===== src/cop_watchdog_pkg.sv =====
//------------------------------------------------------------------------------
// Overview of operation
// - Watchdog is a 6-bit counter stepped by carry of a 13-bit prescaler.
// - Unserviced chain overflows, raising system reset after 2^18 - 2^4 cycles.
// - Any write to the service location clears the 6-bit counter.
// - Timeout drives the external reset pin low for 32 cycles.
// - Timeout sets the watchdog cause flag in the reset cause register.
// - Service write clears prescaler bits 12 to 4, bits 3 to 0 kept.
// - Every service write restarts the timeout period with prescaler bits 3 to 0 kept.
// - Reading the service location returns the reset vector low byte.
// - Power-on logic clears the prescaler 4096 cycles after power-up.
// - Internal reset clears both prescaler and 6-bit counter.
// - Reset vector fetch clears the prescaler.
// - Disable input follows the nonvolatile configuration disable bit.
// - Timeout also sets its status event, which raises irq_o when its mask bit is set.
// - Monitor mode with high voltage on program or reset pin disables it.
// - Watchdog keeps counting and can reset during wait mode.
// - Watchdog is clocked by the crystal oscillator clock.
// - Break with high voltage on the reset pin disables the watchdog.
//------------------------------------------------------------------------------
// Purpose : Shared constants and types of the watchdog timer.
// Assumes : Crystal clock is the block clock.
// Notes   : Byte address of a register is four times its index.
//------------------------------------------------------------------------------
package cop_watchdog_pkg;

    // ----------------------------------------------------------------------
    // Counter geometry and timing
    // ----------------------------------------------------------------------
    localparam int PRESC_WIDTH    = 13;
    localparam int WDOG_WIDTH     = 6;
    localparam int TIMEOUT_CYC    = (2 ** 18) - (2 ** 4);
    localparam int PULSE_CYC      = 32;
    localparam int POR_DELAY_CYC  = 4096;
    localparam int SVC_KEEP_BITS  = 4;

    // ----------------------------------------------------------------------
    // Register map
    // ----------------------------------------------------------------------
    localparam int        ADDR_W      = 18;
    localparam int        DATA_W      = 32;
    localparam logic [15:0] IDX_STATUS  = 16'h0000;
    localparam logic [15:0] IDX_MASK    = 16'h0001;
    localparam logic [15:0] IDX_CAUSE   = 16'h0002;
    localparam logic [15:0] IDX_STATE   = 16'h0003;
    localparam logic [15:0] IDX_SERVICE = 16'hFFFF;

    // Event bits, shared by status and mask
    localparam int EV_TIMEOUT = 0;
    localparam int EV_SERVICE = 1;
    localparam int EV_W       = 2;

    // Cause and state fields
    localparam int CAUSE_WDOG_BIT = 0;
    localparam int ST_OFF_BIT     = 8;
    localparam int ST_WAIT_BIT    = 9;
    localparam int ST_POR_BIT     = 10;

    // ----------------------------------------------------------------------
    // Pin inputs from outside the clock domain
    // ----------------------------------------------------------------------
    typedef struct packed {
        logic watchdog_disable;
        logic monitor_mode;
        logic irq_program_pin_hv;
        logic reset_pin_hv;
        logic break_active;
    } pin_in_s;

    localparam int PIN_W = $bits(pin_in_s);

endpackage


===== src/sync_2ff.sv =====
//------------------------------------------------------------------------------
// Purpose : Two flip-flop synchroniser for a bundle of level inputs.
// Assumes : Inputs are slow levels; bits are not coherent with each other.
// Notes   : First stage feeds only the second stage.
//------------------------------------------------------------------------------
`timescale 1ns/1ps
module sync_2ff #(
    parameter int WIDTH = 1
) (
    // Clock and reset
    input  wire logic             clk_sys_i,
    input  wire logic             rst_b_i,
    input  wire logic             ce_i,
    // Data
    input  wire logic [WIDTH-1:0] async_i,
    output logic      [WIDTH-1:0] sync_o
);

    logic [WIDTH-1:0] meta_ff;
    logic [WIDTH-1:0] sync_ff;

    // Two stages, frozen with the clock enable
    always_ff @(posedge clk_sys_i or negedge rst_b_i) begin
        if (!rst_b_i) begin
            meta_ff <= '0;
            sync_ff <= '0;
        end else if (ce_i) begin
            meta_ff <= async_i;
            sync_ff <= meta_ff;
        end
    end

    assign sync_o = sync_ff;

endmodule


===== src/cop_watchdog_timer.sv =====
//------------------------------------------------------------------------------
// Purpose : Watchdog timer with Avalon-MM registers and reset pulse output.
// Assumes : clk_sys_i is the crystal clock; reset logic outside acts on
//           sys_reset_o and drives internal_reset_i back.
// Notes   : One wait state on every bus access.
//------------------------------------------------------------------------------
`timescale 1ns/1ps
module cop_watchdog_timer
    import cop_watchdog_pkg::*;
#(
    parameter int         PRESC_W         = PRESC_WIDTH,
    parameter int         WDOG_W          = WDOG_WIDTH,
    parameter int         TIMEOUT         = TIMEOUT_CYC,
    parameter int         PULSE_LEN       = PULSE_CYC,
    parameter int         POR_DELAY       = POR_DELAY_CYC,
    parameter logic [7:0] RESET_VECTOR_LO = 8'h00
) (
    // Clock, reset, enable
    input  wire logic              clk_sys_i,
    input  wire logic              rst_b_i,
    input  wire logic              ce_i,
    // Avalon-MM slave
    input  wire logic [ADDR_W-1:0] avs_address_i,
    input  wire logic              avs_read_i,
    input  wire logic              avs_write_i,
    input  wire logic [DATA_W-1:0] avs_writedata_i,
    input  wire logic [3:0]        avs_byteenable_i,
    output logic      [DATA_W-1:0] avs_readdata_o,
    output logic                   avs_waitrequest_o,
    // Asynchronous pin levels
    input  wire pin_in_s           pins_i,
    // Same-clock system signals
    input  wire logic              internal_reset_i,
    input  wire logic              vector_fetch_i,
    input  wire logic              wait_mode_i,
    // Reset outputs, reset pin is open drain
    output logic                   sys_reset_o,
    output logic                   reset_pin_o,
    output logic                   reset_pin_oe_o,
    // Event interrupt to the system controller
    output logic                   irq_o
);

    // ----------------------------------------------------------------------
    // Elaboration checks and derived constants
    // ----------------------------------------------------------------------
    localparam int TOTAL_W = PRESC_W + WDOG_W;
    localparam int PCNT_W  = $clog2(PULSE_LEN + 1);
    localparam int POR_W   = $clog2(POR_DELAY + 1);
    localparam logic [WDOG_W-1:0]  WDOG_TOP  = WDOG_W'((TIMEOUT - 1) >> PRESC_W);
    localparam logic [PRESC_W-1:0] PRESC_TOP = PRESC_W'((TIMEOUT - 1) % (2 ** PRESC_W));
    localparam logic [PRESC_W-1:0] PRESC_MAX = '1;
    localparam logic [PCNT_W-1:0]  PULSE_LD  = PCNT_W'(PULSE_LEN);
    localparam logic [POR_W-1:0]   POR_LD    = POR_W'(POR_DELAY);

    if (TIMEOUT < 1 || TIMEOUT > (2 ** TOTAL_W) || PRESC_W <= SVC_KEEP_BITS
        || PULSE_LEN < 1 || POR_DELAY < 1) begin : g_bad_param
        $error("cop_watchdog_timer: parameter values out of range");
    end

    // ----------------------------------------------------------------------
    // Decode helper
    // ----------------------------------------------------------------------
    // Word index match; low two address bits must be zero
    function automatic logic reg_hit(input logic [ADDR_W-1:0] addr,
                                     input logic [15:0]       idx);
        reg_hit = (addr[1:0] == 2'b00) && (addr[ADDR_W-1:2] == idx);
    endfunction

    // ----------------------------------------------------------------------
    // Declarations
    // ----------------------------------------------------------------------
    pin_in_s             pins_s;
    logic [PIN_W-1:0]    pins_raw;
    logic [PIN_W-1:0]    pins_sync;

    logic [PRESC_W-1:0]  presc_ff;
    logic [PRESC_W-1:0]  nxt_presc;
    logic [WDOG_W-1:0]   wdog_ff;
    logic [WDOG_W-1:0]   nxt_wdog;
    logic [PCNT_W-1:0]   pulse_cnt_ff;
    logic [POR_W-1:0]    por_cnt_ff;
    logic                por_done_ff;
    logic                por_clear;

    logic                wait_ff;
    logic [DATA_W-1:0]   rdata_ff;
    logic                req;
    logic                access;
    logic                wr_access;
    logic                service_wr;

    logic [EV_W-1:0]     status_ff;
    logic [EV_W-1:0]     nxt_status;
    logic [EV_W-1:0]     mask_ff;
    logic                cause_ff;
    logic                irq_ff;
    logic                sys_reset_ff;
    logic                pin_oe_ff;
    logic                pin_out_ff;

    logic                wd_off;
    logic                timeout_hit;
    logic                clear_all;
    logic [DATA_W-1:0]   rd_mux;

    // ----------------------------------------------------------------------
    // Pin synchronisation
    // ----------------------------------------------------------------------
    assign pins_raw = pins_i;

    sync_2ff #(
        .WIDTH     (PIN_W)
    ) u_pin_sync (
        .clk_sys_i (clk_sys_i),
        .rst_b_i   (rst_b_i),
        .ce_i      (ce_i),
        .async_i   (pins_raw),
        .sync_o    (pins_sync)
    );

    assign pins_s = pins_sync;

    // ----------------------------------------------------------------------
    // Disable and timeout decision
    // ----------------------------------------------------------------------
    // Config disable, monitor and break high-voltage cases all gate the reset
    assign wd_off = pins_s.watchdog_disable
                  | (pins_s.monitor_mode
                     & (pins_s.irq_program_pin_hv | pins_s.reset_pin_hv))
                  | (pins_s.break_active & pins_s.reset_pin_hv);

    // Wait mode does not stop the count; it is only reported
    assign timeout_hit = (wdog_ff == WDOG_TOP) && (presc_ff == PRESC_TOP)
                       && !wd_off
                       && (pulse_cnt_ff == '0);

    // Own timeout also clears, so a held-off internal reset cannot re-fire
    assign clear_all = internal_reset_i | timeout_hit;

    // ----------------------------------------------------------------------
    // Bus handshake
    // ----------------------------------------------------------------------
    assign req        = avs_read_i | avs_write_i;
    assign access     = req && !wait_ff;
    assign wr_access  = access && avs_write_i;
    // Any data value, any lane pattern counts as a service
    assign service_wr = wr_access && reg_hit(avs_address_i, IDX_SERVICE);

    // ----------------------------------------------------------------------
    // Counter chain, stepped on the crystal clock
    // ----------------------------------------------------------------------
    // Prescaler next value; clears outrank the service partial clear
    always_comb begin
        if (clear_all || por_clear || vector_fetch_i) begin
            nxt_presc = '0;
        end else if (service_wr) begin
            nxt_presc = {{(PRESC_W-SVC_KEEP_BITS){1'b0}},
                         presc_ff[SVC_KEEP_BITS-1:0]};
        end else begin
            nxt_presc = presc_ff + 1'b1;
        end
    end

    // Watchdog counter steps on prescaler carry only
    always_comb begin
        if (clear_all || service_wr) begin
            nxt_wdog = '0;
        end else if (presc_ff == PRESC_MAX) begin
            nxt_wdog = wdog_ff + 1'b1;
        end else begin
            nxt_wdog = wdog_ff;
        end
    end

    // Counter registers
    always_ff @(posedge clk_sys_i or negedge rst_b_i) begin
        if (!rst_b_i) begin
            presc_ff <= '0;
            wdog_ff  <= '0;
        end else if (ce_i) begin
            presc_ff <= nxt_presc;
            wdog_ff  <= nxt_wdog;
        end
    end

    // ----------------------------------------------------------------------
    // Power-on delay
    // ----------------------------------------------------------------------
    assign por_clear = !por_done_ff && (por_cnt_ff == POR_LD);

    // Counts once after reset release, then one prescaler clear
    always_ff @(posedge clk_sys_i or negedge rst_b_i) begin
        if (!rst_b_i) begin
            por_cnt_ff  <= '0;
            por_done_ff <= 1'b0;
        end else if (ce_i) begin
            if (por_clear) begin
                por_done_ff <= 1'b1;
            end else if (!por_done_ff) begin
                por_cnt_ff <= por_cnt_ff + 1'b1;
            end
        end
    end

    // ----------------------------------------------------------------------
    // Reset pulse on timeout
    // ----------------------------------------------------------------------
    // Pin is driven low only; release lets the board pull it up
    always_ff @(posedge clk_sys_i or negedge rst_b_i) begin
        if (!rst_b_i) begin
            pulse_cnt_ff <= '0;
            sys_reset_ff <= 1'b0;
            pin_oe_ff    <= 1'b0;
            pin_out_ff   <= 1'b0;
        end else if (ce_i) begin
            pin_out_ff <= 1'b0;
            if (timeout_hit) begin
                pulse_cnt_ff <= PULSE_LD;
                sys_reset_ff <= 1'b1;
                pin_oe_ff    <= 1'b1;
            end else if (pulse_cnt_ff > PCNT_W'(1)) begin
                pulse_cnt_ff <= pulse_cnt_ff - 1'b1;
            end else begin
                pulse_cnt_ff <= '0;
                sys_reset_ff <= 1'b0;
                pin_oe_ff    <= 1'b0;
            end
        end
    end

    // ----------------------------------------------------------------------
    // Reset cause flag
    // ----------------------------------------------------------------------
    // Set wins over a write-one clear in the same cycle
    always_ff @(posedge clk_sys_i or negedge rst_b_i) begin
        if (!rst_b_i) begin
            cause_ff <= 1'b0;
        end else if (ce_i) begin
            if (timeout_hit) begin
                cause_ff <= 1'b1;
            end else if (wr_access && reg_hit(avs_address_i, IDX_CAUSE)
                         && avs_byteenable_i[0] && avs_writedata_i[CAUSE_WDOG_BIT]) begin
                cause_ff <= 1'b0;
            end
        end
    end

    // ----------------------------------------------------------------------
    // Event status, mask and interrupt
    // ----------------------------------------------------------------------
    // Sticky events; a new event beats a clear of the same bit
    always_comb begin
        nxt_status = status_ff;
        if (wr_access && reg_hit(avs_address_i, IDX_STATUS) && avs_byteenable_i[0]) begin
            nxt_status = status_ff & ~avs_writedata_i[EV_W-1:0];
        end
        if (timeout_hit) begin
            nxt_status[EV_TIMEOUT] = 1'b1;
        end
        if (service_wr) begin
            nxt_status[EV_SERVICE] = 1'b1;
        end
    end

    // Status, mask and level interrupt registers
    always_ff @(posedge clk_sys_i or negedge rst_b_i) begin
        if (!rst_b_i) begin
            status_ff <= '0;
            mask_ff   <= '0;
            irq_ff    <= 1'b0;
        end else if (ce_i) begin
            status_ff <= nxt_status;
            if (wr_access && reg_hit(avs_address_i, IDX_MASK) && avs_byteenable_i[0]) begin
                mask_ff <= avs_writedata_i[EV_W-1:0];
            end
            irq_ff <= |(nxt_status & mask_ff);
        end
    end

    // ----------------------------------------------------------------------
    // Read data and wait state
    // ----------------------------------------------------------------------
    // Unmapped addresses read zero; service location gives vector low byte
    always_comb begin
        rd_mux = '0;
        if (reg_hit(avs_address_i, IDX_STATUS)) begin
            rd_mux[EV_W-1:0] = status_ff;
        end else if (reg_hit(avs_address_i, IDX_MASK)) begin
            rd_mux[EV_W-1:0] = mask_ff;
        end else if (reg_hit(avs_address_i, IDX_CAUSE)) begin
            rd_mux[CAUSE_WDOG_BIT] = cause_ff;
        end else if (reg_hit(avs_address_i, IDX_STATE)) begin
            rd_mux[WDOG_W-1:0] = wdog_ff;
            rd_mux[ST_OFF_BIT]  = wd_off;
            rd_mux[ST_WAIT_BIT] = wait_mode_i;
            rd_mux[ST_POR_BIT]  = por_done_ff;
        end else if (reg_hit(avs_address_i, IDX_SERVICE)) begin
            rd_mux[7:0] = RESET_VECTOR_LO;
        end
    end

    // One wait cycle: waitrequest drops for the single answering cycle
    always_ff @(posedge clk_sys_i or negedge rst_b_i) begin
        if (!rst_b_i) begin
            wait_ff  <= 1'b1;
            rdata_ff <= '0;
        end else if (ce_i) begin
            if (req && wait_ff) begin
                wait_ff  <= 1'b0;
                rdata_ff <= avs_read_i ? rd_mux : '0;
            end else begin
                wait_ff <= 1'b1;
            end
        end
    end

    // ----------------------------------------------------------------------
    // Outputs
    // ----------------------------------------------------------------------
    assign avs_readdata_o    = rdata_ff;
    assign avs_waitrequest_o = wait_ff;
    assign sys_reset_o       = sys_reset_ff;
    assign reset_pin_o       = pin_out_ff;
    assign reset_pin_oe_o    = pin_oe_ff;
    assign irq_o             = irq_ff;

endmodule


===== config.mk =====
export PLATFORM = sky130hd
export DESIGN_NAME = cop_watchdog_timer
export DESIGN_NICKNAME = d
export VERILOG_FILES = /design/src/cop_watchdog_pkg.sv /design/src/sync_2ff.sv /design/src/cop_watchdog_timer.sv
export SDC_FILE = /design/constraint.sdc
export NUM_CORES = 1
export LEC_CHECK = 0
export CAP_MARGIN = 20
export CORE_MARGIN = 4
export CORE_UTILIZATION = 42
export DETAILED_ROUTE_END_ITERATION = 16
export DONT_BUFFER_PORTS = 1
export PLACE_DENSITY = 0.54
export SETUP_SLACK_MARGIN = 0.02
export SLEW_MARGIN = 20
export SYNTH_ARGS = -nofsm -noshare
export SYNTH_HDL_FRONTEND = slang
export SYNTH_SLANG_ARGS = --single-unit

===== constraint.sdc =====
create_clock -name clk_sys_i -period 2.5 [get_ports clk_sys_i]
set_clock_uncertainty 0.2 [all_clocks]
set_input_delay 0.25 -clock clk_sys_i [delete_from_list [all_inputs] [get_ports clk_sys_i]]
set_output_delay 0.25 -clock clk_sys_i [all_outputs]
set_load 0.05 [all_outputs]

## Yosys cells after proc, flatten, opt, wreduce, memory -nomap -nowiden

Cells that the tools add are included.

| word-level totals | value |
|---|---|
| register bits | 89 |
| input port bits | 67 |
| output and inout port bits | 37 |
| word-level logic and storage cells | 105 |

| operators by class | value |
|---|---|
| $add $sub $neg | 4 |
| $lt $le $gt $ge | 1 |
| equal/unequal tests | 10 |
| multiplexer cells | 23 |
| bitwise gates (word level) | 12 |
| reduce and logical (&&, ||, !) cells | 40 |

Operators by type and width:

| kind | count |
|---|---|
| 13-bit == test (second input constant) | 3 |
| 16-bit by 2-bit == test with 1-bit output (second input constant) | 2 |
| 6-bit 2-to-1 mux | 5 |
| 13-bit by 1-bit adder with 13-bit output (second input constant) | 2 |
| 13-bit 2-to-1 mux | 2 |
| 1-bit logical AND | 20 |
| 9-bit 2-to-1 mux | 2 |
| 16-bit by 1-bit == test with 1-bit output (second input constant) | 1 |
| 16-bit == test (second input constant) | 1 |
| 16-bit zero test | 1 |
| 2-bit AND reduction | 7 |
| 11-bit 2-to-1 mux | 1 |
| 10-bit 2-to-1 mux | 1 |
| 1-bit 2-to-1 mux | 8 |
| 6-bit by 1-bit adder with 6-bit output (second input constant) | 1 |
| 6-bit by 5-bit == test with 1-bit output (second input constant) | 1 |
| 6-bit by 1-bit > comparator with 1-bit output (second input constant) | 1 |
| 6-bit zero test | 1 |
| 2-bit 2-to-1 mux | 3 |
| 6-bit by 1-bit subtractor with 6-bit output (second input constant) | 1 |
| 1-bit bitwise OR | 5 |
| 2-bit AND | 2 |
| 2-bit nonzero test | 2 |
| 1-bit zero test | 3 |
| 10 further kinds | 14 |

## Depth between registers and ports, before layout

| depth | value |
|---|---|
| word-level depth | 12 |
| mapped depth | 8 |
| depth with buffers taken out | 7 |

## Cells and area by module

From an unflattened synthesis, not the netlist that was laid out.

| second synthesis, totals | value |
|---|---|
| cells, all modules | 359 |
| area total of the unflattened synthesis | 3623.5 um^2 |

Modules (own cells, without submodules):

| module | instances | cells an instance | area each (um^2) | sequential area each (um^2) |
|---|---|---|---|---|
| cop_watchdog_timer | 1 | 338 | 3211.8 | 1402.6 |
| sync_2ff | 1 | 21 | 411.6 | 250.2 |

## Worst setup path after synthesis

OpenSTA, ideal clock, no wires.

| timing path | value |
|---|---|
| path kind | register -> register |
| start point | reg wait_ff, in the netlist avs_waitrequest_o |
| end point | reg presc_ff[2] |
| setup time | 0.104 ns |
| data arrival time | 1.942 ns |
| required time | 2.196 ns |
| setup slack | 0.254 ns |
| stages on the path, launching flop included | 7 |
| buffers on the path | 1 |
| period minus slack after synthesis | 2.246 ns |
| path through | dfstp_2 nand4b_1 nor4_1 and2_1 or4_1 clkbuf_1 o311ai_1 |

| between the ends | value |
|---|---|
| cells in the longest elaborated chain, start to end | 6 |

Ends and longest elaborated chain:

| item | line | RTL |
|---|---|---|
| start: declaration | cop_watchdog_timer.sv:86 | `logic wait_ff;` |
| start signal: assignment | cop_watchdog_timer.sv:306 | `wait_ff <= 1'b1;` |
| start signal: assignment | cop_watchdog_timer.sv:310 | `wait_ff <= 1'b0;` |
| start signal: assignment | cop_watchdog_timer.sv:313 | `wait_ff <= 1'b1;` |
| 1-bit zero test | cop_watchdog_timer.sv:145 | `assign access = req && !wait_ff;` |
| 1-bit logical AND | cop_watchdog_timer.sv:145 |  |
| 1-bit logical AND | cop_watchdog_timer.sv:146 | `assign wr_access = access && avs_write_i;` |
| 1-bit logical AND | cop_watchdog_timer.sv:148 | `assign service_wr = wr_access && reg_hit(avs_address_i, IDX_SERVICE);` |
| 2-bit by 1-bit inequality test with 1-bit output (no line) | n/a |  |
| 2-bit AND reduction (no line) | n/a |  |
| end signal: assignment | cop_watchdog_timer.sv:182 | `presc_ff <= nxt_presc;` |
| end: declaration | cop_watchdog_timer.sv:77 | `logic [PRESC_W-1:0] presc_ff;` |

Every way passes these cells.
A chain may end at the register's enable or synchronous reset.

## Worst setup path after layout

Same ends and word-level chain as after synthesis.

==> flow_metrics.env <==
export IMPL_netlist_instances=363
export IMPL_hold_viol_final=0
export IMPL_fillers=774
export IMPL_multi_input_comb_area_mm2=0.00176
export IMPL_synth_top_cells_by_area="dfrtp_1 (45%), buf_4 (5.4%), nand2_1 (4.4%), mux2_2 (3.4%), ha_1 (2.4%)"
export IMPL_antenna_cells=0
export IMPL_grt_max_degree=67
export IMPL_synth_yosys_seq_area_share_pct=45.6
export IMPL_worstMarginPinSlew_ns=0.777
export IMPL_vias=2777
export IMPL_drtIter0Drc=113
export IMPL_slew_viol_final=0
export IMPL_synth_top_flop_cell="dfrtp_1"
export IMPL_overflow=0
export IMPL_max_freq_mhz=430
export IMPL_ff_latch_area_mm2=0.00165
export IMPL_grt_setup_unrepaired="no"
export IMPL_die_w_um=101
export IMPL_yosysWarnings=0
export IMPL_start_kind="flip-flop"
export IMPL_yosysMostFrequentCell="dfrtp_1"
export IMPL_num_nets_final=462
export IMPL_pin_count=104
export IMPL_synth_edf_count=0
export IMPL_crit_path_start="avs_waitrequest_o"
export IMPL_critPathArrivalTime_ns=2.35
export IMPL_reg2reg_slack_ns=0.18
export IMPL_netlist_area_mm2=0.00363
export IMPL_initial_core_util_pct=43.7
export IMPL_cts_tree="yes"
export IMPL_cts_sinks=66
export IMPL_clk_pin_slew_ns=0.07
export IMPL_crit_type="reg -> reg"
export IMPL_setup_tns_ns=0
export IMPL_rr_worst_depth=7
export IMPL_outcome="complete, no violations"
export IMPL_die_h_um=101
export IMPL_endpoint_kind="flip-flop"
export IMPL_slew_limit_headroom_pct=48.0
export IMPL_cts_root_buffer="clkbuf_8"
export IMPL_drcViolationCount=0
export IMPL_hp_class="in -> reg"
export IMPL_via_per_inst=5.58
export IMPL_crit_required_ns=2.52
export IMPL_gp_congestion=0.825
export IMPL_wl_per_cell_um=15.8
export IMPL_grt_pass1_wl_um=12900
export IMPL_io_buffer_count=0
export IMPL_clockBufferDepth=2
export IMPL_synth_avg_cell_area_um2=9.99
export IMPL_cp_max_fo=13
export IMPL_crit_end="presc_ff[2]"
export IMPL_final_antenna_net_count=0
export IMPL_p_per_area_mw_per_mm2=660
export IMPL_wirelength_um=7840
export IMPL_drive_above_1_share_pct=13.0
export IMPL_dp_hpwl_um=5500
export IMPL_htree_levels=3
export IMPL_cap_violations=0
export IMPL_ir_worst_vdd_mv=0.360
export IMPL_ys_top_cells_by_count="dfrtp_1 (65), nand2_1 (43), buf_4 (26)"
export IMPL_syn_to_final_growth_pct=13.0
export IMPL_antenna_found_initial=0
export IMPL_synth_cell_types=60
export IMPL_grt_pass1_vias=2641
export IMPL_synth_seq_cells=66
export IMPL_clk_latency_ns=0.34
export IMPL_power_leakage_nw=1.75
export IMPL_cts_buffers=9
export IMPL_fin_crit_sh_pct=93.0
export IMPL_setup_viol=0
export IMPL_async_reset_ff_share_pct=100
export IMPL_core_area_mm2=0.00830
export IMPL_reg2reg_from="avs_waitrequest_o"
export IMPL_yosysTopAreaCell="dfrtp_1"
export IMPL_drt_pre_antenna_iters=4
export IMPL_row_count=33
export IMPL_synth_top_cell_area_share_pct=44.8
export IMPL_grt_usage_pct=16.1
export IMPL_timing_rr_end="presc_ff[2]"
export IMPL_utilization_pct=49.4
export IMPL_fin_crit_ns=2.32
export IMPL_die_area_mm2=0.0102
## sequential cells by signal (all words and copies together), names as in the netlist, 2 cells and up
signal and flops:
mask_ff 2, u_pin_sync.sync_o 5, wdog_ff 6, por_cnt_ff 13, presc_ff 13, u_pin_sync.meta_ff 5
status_ff 2, pulse_cnt_ff 6, avs_readdata_o 9
## through the flow
stage	hold WS, ns	setup slack (ns)	instance area, um^2	power (mW)	std cells
after CTS	0.00471	0.0585	4100	2.74	498
after detailed placement	-0.244	0.115	3700	1.75	466
after global routing	0.0186	0.0640	4100	2.85	498
after floorplan	-0.246	0.254	3710	1.70	386
final	0.0166	0.176	4100	2.70	498
after global placement	-0.244	0.139	3700	1.74	466
## cell families after synthesis
| kind of cell | Yosys count | synth area share, % |
|---|---|---|
| buf+inv | 51 | 8.28 |
| xor+xnor | 12 | 2.90 |
| mux | 18 | 5.38 |
| simple gates | 139 | 20.9 |
| fa+ha+maj | 7 | 2.41 |
| compound gates | 69 | 14.4 |
| other cells | 1 | 0.103 |
| flops | 66 | 45.6 |
## metal layers
metal	vias up	global-route usage (%)	share of wire (%)
met5	-	0	0
met1	1344	21.8	48
li1	1344	-	-
met3	8	4.36	6.2
met4	0	5.11	1.1
met2	81	25.0	44
## critical path, stage by stage (launching register included)
cell	delay (ns)
dfstp_2	0.53
nand4b_1	0.10
nor4_1	0.06
buf_4	0.15
and2_1	0.18
buf_12	0.15
or4_4	0.56
o311ai_1	0.29
## cells in the final DEF, fill, tap and decap left out, types with 6 or more instances in the layout
cell,netlist,layout
a21oi_1,6,6
a22o_1,8,8
buf_4,26,12
clkbuf_8,0,10
conb_1,1,24
dfrtp_1,65,65
dlygate4sd3_1,0,14
ha_1,7,7
inv_1,13,13
mux2_2,11,11
mux2i_1,6,6
nand2_1,43,43
nand3_1,11,11
nand4_1,10,10
nor2_1,14,14
nor3_1,13,13
nor4_1,8,8
o21ai_0,6,6
o2bb2ai_1,6,6
o41ai_1,7,7
xnor2_1,8,8
## where the power goes
part / switching [mW] / internal, mW / total (mW) / leakage, nW
clock network: 0.431 / 0.487 / 0.918 / 0.0945
logic: 0.299 / 0.195 / 0.494 / 0.791
registers: 0.108 / 1.18 / 1.29 / 0.866
## layout make-up
cell class,instances,area share (%)
Multi-Input combinational cell,269,43.0
Sequential cell,66,40.3
Timing Repair Buffer,29,7.26
Clock buffer,10,3.36
Tap cell,105,3.21
Clock inverter,6,1.62
Inverter,13,1.19
## worst min-delay path by stage
stage / from / to / slack (ns) / cells after the start
floorplan: rst_b_i / avs_readdata_o[0] / -0.25 / 0
global placement: rst_b_i / avs_readdata_o[0] / -0.24 / 0
detailed placement: rst_b_i / avs_readdata_o[0] / -0.24 / 0
CTS: avs_address_i[3] / avs_readdata_o[1] / 0.005 / 3
global route: ce_i / status_ff[1] / 0.02 / 3
finish: ce_i / status_ff[1] / 0.02 / 3
## timing repair
item / CTS / global route
buffers inserted: 0 / 0
hold buffers: 16 / 0
gates resized for setup: 0 / 1
hold endpoints to repair: 103 / 0
endpoints found under the setup margin: 0 / 1
Power figures use the tool's default switching activity.
